**config.mk**
```make
export PLATFORM = sky130hd
export DESIGN_NAME = cpsc_core
export DESIGN_NICKNAME = d
export VERILOG_FILES = /design/src/verilog/cpsc_pkg.sv /design/src/verilog/cpsc_nvm.sv /design/src/verilog/cpsc_core.sv
export SDC_FILE = /design/constraint.sdc
export NUM_CORES = 1
export LEC_CHECK = 0
export BUFFER_PORTS_ARGS = -buffer_cell sky130_fd_sc_hd__clkbuf_2
export CORE_ASPECT_RATIO = 0.75
export CORE_MARGIN = 2
export CORE_UTILIZATION = 27
export DETAILED_ROUTE_END_ITERATION = 8
export SLEW_MARGIN = 20
export SYNTH_ARGS = -nofsm -noshare
export SYNTH_HDL_FRONTEND = slang
export SYNTH_SLANG_ARGS = --single-unit
```
**constraint.sdc**
```tcl
create_clock -name i_clk_sys -period 7.6 [get_ports i_clk_sys]
set_clock_uncertainty 0.15 [all_clocks]
set_input_delay 0.76 -clock i_clk_sys [delete_from_list [all_inputs] [get_ports i_clk_sys]]
set_output_delay 0.76 -clock i_clk_sys [all_outputs]
set_load 0.03 [all_outputs]
```
**src/verilog/cpsc_pkg.sv**
```systemverilog
package cpsc_pkg;
    localparam int          CLK_HZ          = 50_000_000;
    localparam int          CYC_PER_MS      = CLK_HZ / 1000;
    localparam logic [15:0] CMD_PERSIST     = 16'h3615;
    localparam logic [15:0] CMD_SERIAL      = 16'h3682;
    localparam logic [15:0] CMD_SELFTEST    = 16'h3639;
    localparam int          PERSIST_MS      = 800;
    localparam int          SERIAL_MS       = 1;
    localparam int          SELFTEST_MS     = 10000;
    localparam int          PERSIST_CYC     = PERSIST_MS * CYC_PER_MS;
    localparam int          SERIAL_CYC      = SERIAL_MS * CYC_PER_MS;
    localparam int          SELFTEST_CYC    = SELFTEST_MS * CYC_PER_MS;
    localparam int          WEAR_LIMIT      = 2000;
    localparam int          SERIAL_BYTES    = 9;
    localparam int          SELFTEST_BYTES  = 3;
    localparam logic [7:0]  CRC_POLY        = 8'h31;
    localparam logic [7:0]  CRC_INIT        = 8'hFF;
    localparam int          CFG_W           = 32;
    localparam logic [CFG_W-1:0] CFG_RST    = 32'h0000_0000;
    localparam int          CNT_W           = 32;
    localparam logic [CNT_W-1:0] CNT_ZERO   = 32'h0000_0000;
    localparam logic [3:0]  IDX_ZERO        = 4'h0;
    localparam logic [11:0] WEAR_ZERO       = 12'h000;
    typedef enum logic [2:0] {
        CPSC_IDLE    = 3'b000,
        CPSC_PERSIST = 3'b001,
        CPSC_SERIAL  = 3'b010,
        CPSC_SELFT   = 3'b011,
        CPSC_RESP    = 3'b100
    } cpsc_state_t;
endpackage

```
**src/verilog/cpsc_nvm.sv**
```systemverilog
`timescale 1ns/1ns
module cpsc_nvm
    import cpsc_pkg::*;
(
    input  wire logic             i_clk_sys,  // system clock
    input  wire logic             i_rst,      // async reset, high
    input  wire logic             i_we,       // store strobe
    input  wire logic [CFG_W-1:0] i_wdata,    // config to store
    output logic      [CFG_W-1:0] o_rdata     // stored config, registered
);
    logic [CFG_W-1:0] mem_r;
    logic [CFG_W-1:0] mem_nxt;
    logic [CFG_W-1:0] rd_r;

    always_comb
    begin
        mem_nxt = i_we ? i_wdata : mem_r;
    end

    always_ff @(posedge i_clk_sys or posedge i_rst)
    begin
        if (i_rst)
        begin
            mem_r <= CFG_RST;
            rd_r  <= CFG_RST;
        end
        else
        begin
            mem_r <= mem_nxt;
            rd_r  <= mem_r;
        end
    end

    assign o_rdata = rd_r;
endmodule

```
**src/verilog/cpsc_core.sv**
```systemverilog
`timescale 1ns/1ns
module cpsc_core
    import cpsc_pkg::*;
#(
    parameter int          P_PERSIST_CYC  = PERSIST_CYC,
    parameter int          P_SELFTEST_CYC = SELFTEST_CYC,
    parameter logic [47:0] P_SERIAL       = 48'h0123_4567_89AB  // arbitrary value
)
(
    input  wire logic             i_clk_sys,      // system clock
    input  wire logic             i_rst,          // async reset, high
    input  wire logic             i_cmd_valid,    // command strobe
    input  wire logic [15:0]      i_cmd,          // command code
    input  wire logic             i_cfg_we,       // volatile config write
    input  wire logic [CFG_W-1:0] i_cfg_wdata,    // volatile config data
    input  wire logic             i_cal_event,    // calibration update event
    input  wire logic [15:0]      i_cal_data,     // calibration history word
    input  wire logic             i_st_fault,     // function fault seen
    input  wire logic             i_supply_bad,   // supply fault seen
    input  wire logic             i_rd_req,       // host reads next byte
    output logic                  o_busy,         // command executing
    output logic                  o_rd_valid,     // response byte valid
    output logic [7:0]            o_rd_data,      // response byte
    output logic                  o_rd_last,      // final response byte
    output logic [CFG_W-1:0]      o_cfg,          // volatile config
    output logic [CFG_W-1:0]      o_nvm_cfg,      // stored config
    output logic [15:0]           o_cal_hist,     // saved calibration history
    output logic                  o_wear_out,     // store endurance limit reached
    output logic                  o_cmd_err       // unknown command seen
);
    function automatic logic [7:0] crc8(input logic [15:0] w);
        logic [7:0] c;
        c = CRC_INIT;
        for (int i = 15; i >= 0; i--)
        begin
            c = (c[7] ^ w[i]) ? ((c << 1) ^ CRC_POLY) : (c << 1);
        end
        return c;
    endfunction

    function automatic logic [7:0] pick(input logic [47:0] v, input logic [3:0] k);
        logic [15:0] w;
        w = v[47 - 16 * (k / 3) -: 16];
        case (k % 3)
            0:       return w[15:8];
            1:       return w[7:0];
            default: return crc8(w);
        endcase
    endfunction

    cpsc_state_t      st_r, st_nxt;
    logic [CNT_W-1:0] cnt_r, cnt_nxt;
    logic [3:0]       idx_r, idx_nxt;
    logic [3:0]       nbytes_r, nbytes_nxt;
    logic [47:0]      resp_r, resp_nxt;
    logic [CFG_W-1:0] cfg_r, cfg_nxt;
    logic [15:0]      cal_r, cal_nxt;
    logic [11:0]      wear_r, wear_nxt;
    logic             busy_r, busy_nxt;
    logic             val_r, val_nxt;
    logic [7:0]       dat_r, dat_nxt;
    logic             last_r, last_nxt;
    logic             err_r, err_nxt;
    logic             wear_out_r, wear_out_nxt;
    logic             store_we;

    cpsc_nvm u_nvm (
        .i_clk_sys (i_clk_sys),
        .i_rst     (i_rst),
        .i_we      (store_we),
        .i_wdata   (cfg_r),
        .o_rdata   (o_nvm_cfg)
    );

    always_comb
    begin
        st_nxt     = st_r;
        cnt_nxt    = cnt_r;
        idx_nxt    = idx_r;
        nbytes_nxt = nbytes_r;
        resp_nxt   = resp_r;
        busy_nxt   = busy_r;
        val_nxt    = 1'b0;
        dat_nxt    = dat_r;
        last_nxt   = 1'b0;
        err_nxt    = 1'b0;
        store_we   = 1'b0;
        wear_nxt   = wear_r;
        cfg_nxt    = i_cfg_we ? i_cfg_wdata : cfg_r;
        cal_nxt    = i_cal_event ? i_cal_data : cal_r;
        case (st_r)
            CPSC_IDLE:
            begin
                if (i_cmd_valid)
                begin
                    cnt_nxt  = CNT_ZERO;
                    busy_nxt = 1'b1;
                    case (i_cmd)
                        CMD_PERSIST:  st_nxt = CPSC_PERSIST;
                        CMD_SERIAL:
                        begin
                            st_nxt     = CPSC_SERIAL;
                            resp_nxt   = P_SERIAL;
                            nbytes_nxt = 4'(SERIAL_BYTES);
                        end
                        CMD_SELFTEST:
                        begin
                            st_nxt     = CPSC_SELFT;
                            nbytes_nxt = 4'(SELFTEST_BYTES);
                        end
                        default:
                        begin
                            busy_nxt = 1'b0;
                            err_nxt  = 1'b1;
                        end
                    endcase
                end
            end
            CPSC_PERSIST:
            begin
                cnt_nxt = cnt_r + 1'b1;
                if (cnt_r == CNT_W'(P_PERSIST_CYC - 1))
                begin
                    store_we = 1'b1;
                    if (wear_r != 12'(WEAR_LIMIT))
                    begin
                        wear_nxt = wear_r + 1'b1;
                    end
                    busy_nxt = 1'b0;
                    st_nxt   = CPSC_IDLE;
                end
            end
            CPSC_SERIAL, CPSC_SELFT:
            begin
                cnt_nxt = cnt_r + 1'b1;
                if (st_r == CPSC_SELFT && (i_st_fault || i_supply_bad))
                begin
                    resp_nxt[47] = 1'b1;
                end
                if (cnt_r == CNT_W'((st_r == CPSC_SERIAL ? SERIAL_CYC : P_SELFTEST_CYC) - 1))
                begin
                    busy_nxt = 1'b0;
                    idx_nxt  = IDX_ZERO;
                    st_nxt   = CPSC_RESP;
                end
            end
            CPSC_RESP:
            begin
                if (i_cmd_valid)
                begin
                    st_nxt = CPSC_IDLE;
                end
                else if (i_rd_req && !val_r)
                begin
                    val_nxt  = 1'b1;
                    dat_nxt  = pick(resp_r, idx_r);
                    last_nxt = (idx_r == nbytes_r - 1'b1);
                    idx_nxt  = idx_r + 1'b1;
                    if (idx_r == nbytes_r - 1'b1)
                    begin
                        st_nxt = CPSC_IDLE;
                    end
                end
            end
            default: st_nxt = CPSC_IDLE;
        endcase
        if (st_r == CPSC_IDLE && i_cmd_valid && i_cmd == CMD_SELFTEST)
        begin
            resp_nxt = 48'h0;
        end
        // endurance flag registered so the output comes from a flop
        wear_out_nxt = (wear_nxt == 12'(WEAR_LIMIT));
    end

    always_ff @(posedge i_clk_sys or posedge i_rst)
    begin
        if (i_rst)
        begin
            st_r     <= CPSC_IDLE;
            cnt_r    <= CNT_ZERO;
            idx_r    <= IDX_ZERO;
            nbytes_r <= IDX_ZERO;
            resp_r   <= 48'h0;
            cfg_r    <= CFG_RST;
            cal_r    <= 16'h0000;
            wear_r   <= WEAR_ZERO;
            busy_r   <= 1'b0;
            val_r    <= 1'b0;
            dat_r    <= 8'h00;
            last_r   <= 1'b0;
            err_r    <= 1'b0;
            wear_out_r <= 1'b0;
        end
        else
        begin
            st_r     <= st_nxt;
            cnt_r    <= cnt_nxt;
            idx_r    <= idx_nxt;
            nbytes_r <= nbytes_nxt;
            resp_r   <= resp_nxt;
            cfg_r    <= cfg_nxt;
            cal_r    <= cal_nxt;
            wear_r   <= wear_nxt;
            busy_r   <= busy_nxt;
            val_r    <= val_nxt;
            dat_r    <= dat_nxt;
            last_r   <= last_nxt;
            err_r    <= err_nxt;
            wear_out_r <= wear_out_nxt;
        end
    end

    assign o_busy     = busy_r;
    assign o_rd_valid = val_r;
    assign o_rd_data  = dat_r;
    assign o_rd_last  = last_r;
    assign o_cfg      = cfg_r;
    assign o_cal_hist = cal_r;
    assign o_wear_out = wear_out_r;
    assign o_cmd_err  = err_r;
endmodule

```
==> metrics.txt <==
outcome=complete, no violations; FF-to-FF End=o_rd_data[7]; cell area after synthesis=8000 um2; Die Span X=203 um; total I/O pin count=165; number of gates resized after cts=0; largest area contributor in the netlist=sky130_fd_sc_hd__dfrtp_1; clock tree buffer depth=2; HP Class=reg2reg; largest net degree at the start of global routing=76; overflow left after global routing=0; Initial Util=0.275; worst-case headroom to the max-slew limit=0.292; number of setup violations in the final report=0; initial antenna violation count=0; number of placement rows=54; synth warn=0; data required time of the critical path=7.80 ns; count of cells along the worst register-to-register path=16; routed via count divided by cell count=4.54; LEAKAGE=4.75 nW; peak ir drop on the vdd network=0.154 mV; total DRC errors in the routed layout=0; endpoint type of the worst setup path=flip-flop; post-synthesis to final-layout area growth=23.5%; buffer cell driving the clock tree root=sky130_fd_sc_hd__clkbuf_16; final core area utilization=0.339; reg2reg start=idx_r[3]; die outline area=31000 um2; post-synthesis net count=837; All-Layer GR Usage=0.120; post-synthesis average cell area=10.6 um2; count of routing violations after the opening detailed-route iteration=246; CTS sink cnt=181; count of pins over their slew limit=0; placeable core region=29100 um2; Arr. time, crit path=4.52 ns; critical-path maximum fanout=19; cell count after synthesis=753; number of global-route vias before repair=5871; number of levels in the clock H-tree=4; ratio of cells with drive above 1 in the final layout=0.288; sequential-to-total area share from yosys stat=0.566; hold bufs inserted after CTS=0; via count=5984; Post-synth ARST share=1.00; max-capacitance violation count=0; Highest Clock Rate=232 MHz; register bit count reported by yosys=181; final worst path period need=4.32 ns; launching element type of the critical path=flip-flop; fin cells=1318; standard cell area after detailed placement=9250 um2; Netlist cell types=69; remaining number of nets flagged by the antenna check after routing=0; area of combinational cells with multiple inputs=3280 um2; instance count along the most critical hold path=0; start point of the worst min-delay path=u_nvm.mem_r[18]; filler cell count=2919; placed cells=1288; final period utilization=0.568; source-to-sink clock delay at the later pin of the worst-skew pair=0.43 ns; number of synthesized flops with an enable pin=0; clock-pin slew of the registers on the worst-case setup and hold paths=0.07 ns; drt first pass iters=5; last weighted congestion value of the routability-driven placer=0.845; setup slack of the worst register-to-register path=3.28 ns; final standard cell area without fillers=9880 um2; Final Hold Viols=0; end point of the worst hold path=u_nvm.o_rdata[18]; type of the worst setup path=reg2reg; most frequent cell after synthesis=sky130_fd_sc_hd__dfrtp_1; setup total negative slack=0 ns; first-pass GRT wire length=30400 um; routed wire length per instance=13.8 um; post-layout total power=2.15 mW; worst-margin pin slew=1.05 ns; commonest cells in the netlist=181 x sky130_fd_sc_hd__dfrtp_1, 145 x sky130_fd_sc_hd__nand2_1, 58 x sky130_fd_sc_hd__nor2_1; Vert. Die Dim=153 um; Top FF cell, synth=sky130_fd_sc_hd__dfrtp_1; area taken by flip-flops and latches=4530 um2; main area contributors after synthesis=sky130_fd_sc_hd__dfrtp_1 57%, sky130_fd_sc_hd__mux2_2 7.0%, sky130_fd_sc_hd__nand2_1 6.8%; CTS tree=built; Yosys top cell area share=0.566; post-CTS setup-driven buffer insertion count=0; Port-buffer cells=164; number of diodes=0; half-perimeter wire length after placement=13000 um; Total Nets Final=999; Inserted Clock Buffers=17; RSZ-0062 raised after global routing=no; power density normalized to cell area=218 nW/um2; drt total wl=18100 um
## logic make-up (layout without fill, tap and decap cells)
family,after synthesis,count (layout),share of synthesized area
AOI/OAI and AO/OA,77,77,0.0629
xor gates and xnor gates,42,42,0.0460
muxes,53,53,0.0747
and+or+nand+nor,338,338,0.206
DFF,181,181,0.566
adders and majority gates,12,12,0.0188
buffers and inverters,50,223,0.0260
## area by class of cell
cell class / count / share of cell area
Inverter: 25 / 0.0100
Tap cell: 392 / 0.0496
Timing Repair Buffer: 168 / 0.0861
Multi-Input combinational cell: 522 / 0.332
Sequential cell: 181 / 0.458
Clock buffer: 18 / 0.0444
Clock inverter: 12 / 0.0196
## routing by layer
metal	GRT usage	up-vias	share of wire
met5	0	-	0
met4	0.0341	0	0.011
met3	0.0330	17	0.060
met2	0.183	183	0.44
met1	0.168	2862	0.49
li1	-	2922	-
## metrics by stage
step           hold slack, ns  worst slack, ns
2_1_floorplan           0.204             1.77
3_3_place_gp            0.208             3.50
3_5_place_dp            0.210             3.37
4_1_cts                 0.225             3.34
5_1_grt                 0.229             2.84
6_report                0.222             3.28
## registers in the layout, indices dropped and copies added (netlist names), 2 cells and up
register	count
cnt_r	32
o_cfg	32
u_nvm.mem_r	32
u_nvm.o_rdata	32
o_cal_hist	16
wear_r	12
o_rd_data	8
idx_r	4
nbytes_r	3
st_r	3
resp_r	2
## critical path, cell delays in order (launching register included)
cell,delay [ns]
sky130_fd_sc_hd__dfrtp_1,0.67
sky130_fd_sc_hd__nor2_1,0.11
sky130_fd_sc_hd__ha_1,0.29
sky130_fd_sc_hd__a211oi_1,0.32
sky130_fd_sc_hd__a21o_1,0.18
sky130_fd_sc_hd__inv_2,0.08
sky130_fd_sc_hd__xnor2_1,0.28
sky130_fd_sc_hd__inv_1,0.15
sky130_fd_sc_hd__ha_1,0.26
sky130_fd_sc_hd__inv_1,0.10
sky130_fd_sc_hd__o2111ai_1,0.33
sky130_fd_sc_hd__ha_1,0.46
sky130_fd_sc_hd__nand2b_1,0.21
sky130_fd_sc_hd__o21a_1,0.19
sky130_fd_sc_hd__o31ai_1,0.20
sky130_fd_sc_hd__o21ai_0,0.13
sky130_fd_sc_hd__mux2i_1,0.13
## worst max path at each step
| stage | startpoint | endpoint | slack, ns |
|---|---|---|---|
| 2_1_floorplan | i_rst | cnt_r[0] | 1.77 |
| 3_5_place_dp | idx_r[3] | o_rd_data[7] | 3.37 |
| 3_3_place_gp | idx_r[3] | o_rd_data[7] | 3.50 |
| 6_report | idx_r[3] | o_rd_data[7] | 3.28 |
| 4_1_cts | idx_r[3] | o_rd_data[7] | 3.34 |
| 5_1_grt | idx_r[3] | o_rd_data[7] | 2.84 |
## layout by cell type (no fill, tap or decap), types with 3 or more instances in the layout
master / netlist / layout
sky130_fd_sc_hd__nand3_1: 29 / 29
sky130_fd_sc_hd__nand2_1: 145 / 145
sky130_fd_sc_hd__nor4bb_1: 3 / 3
sky130_fd_sc_hd__nor3_1: 15 / 15
sky130_fd_sc_hd__o21a_1: 3 / 3
sky130_fd_sc_hd__nor2_1: 58 / 58
sky130_fd_sc_hd__mux2_2: 50 / 50
sky130_fd_sc_hd__inv_1: 23 / 22
sky130_fd_sc_hd__clkbuf_2: 0 / 164
sky130_fd_sc_hd__clkinv_4: 0 / 3
sky130_fd_sc_hd__buf_4: 1 / 4
sky130_fd_sc_hd__nor4_1: 18 / 17
sky130_fd_sc_hd__or3_1: 5 / 5
sky130_fd_sc_hd__o21ai_0: 23 / 23
sky130_fd_sc_hd__a21oi_1: 17 / 17
sky130_fd_sc_hd__nor2b_1: 4 / 4
sky130_fd_sc_hd__dfrtp_1: 181 / 181
sky130_fd_sc_hd__and3_1: 6 / 6
sky130_fd_sc_hd__or2_2: 6 / 6
sky130_fd_sc_hd__nand4b_1: 3 / 3
sky130_fd_sc_hd__a21boi_0: 3 / 3
sky130_fd_sc_hd__inv_6: 0 / 3
sky130_fd_sc_hd__nand4_1: 11 / 11
sky130_fd_sc_hd__nor3b_1: 6 / 6
sky130_fd_sc_hd__bufinv_16: 0 / 4
sky130_fd_sc_hd__xor2_1: 17 / 17
sky130_fd_sc_hd__a21o_1: 7 / 7
sky130_fd_sc_hd__clkbuf_16: 0 / 17
sky130_fd_sc_hd__nand2b_1: 9 / 9
sky130_fd_sc_hd__xnor2_1: 25 / 25
sky130_fd_sc_hd__ha_1: 12 / 12
## report_power, final
group	leakage, nW	switching (mW)	internal (mW)	total [mW]
logic	2.08	0.106	0.0629	0.169
clock network	0.307	0.385	0.564	0.949
registers	2.36	0.0354	0.999	1.03
No activity file was read; power rests on OpenSTA's default activity.
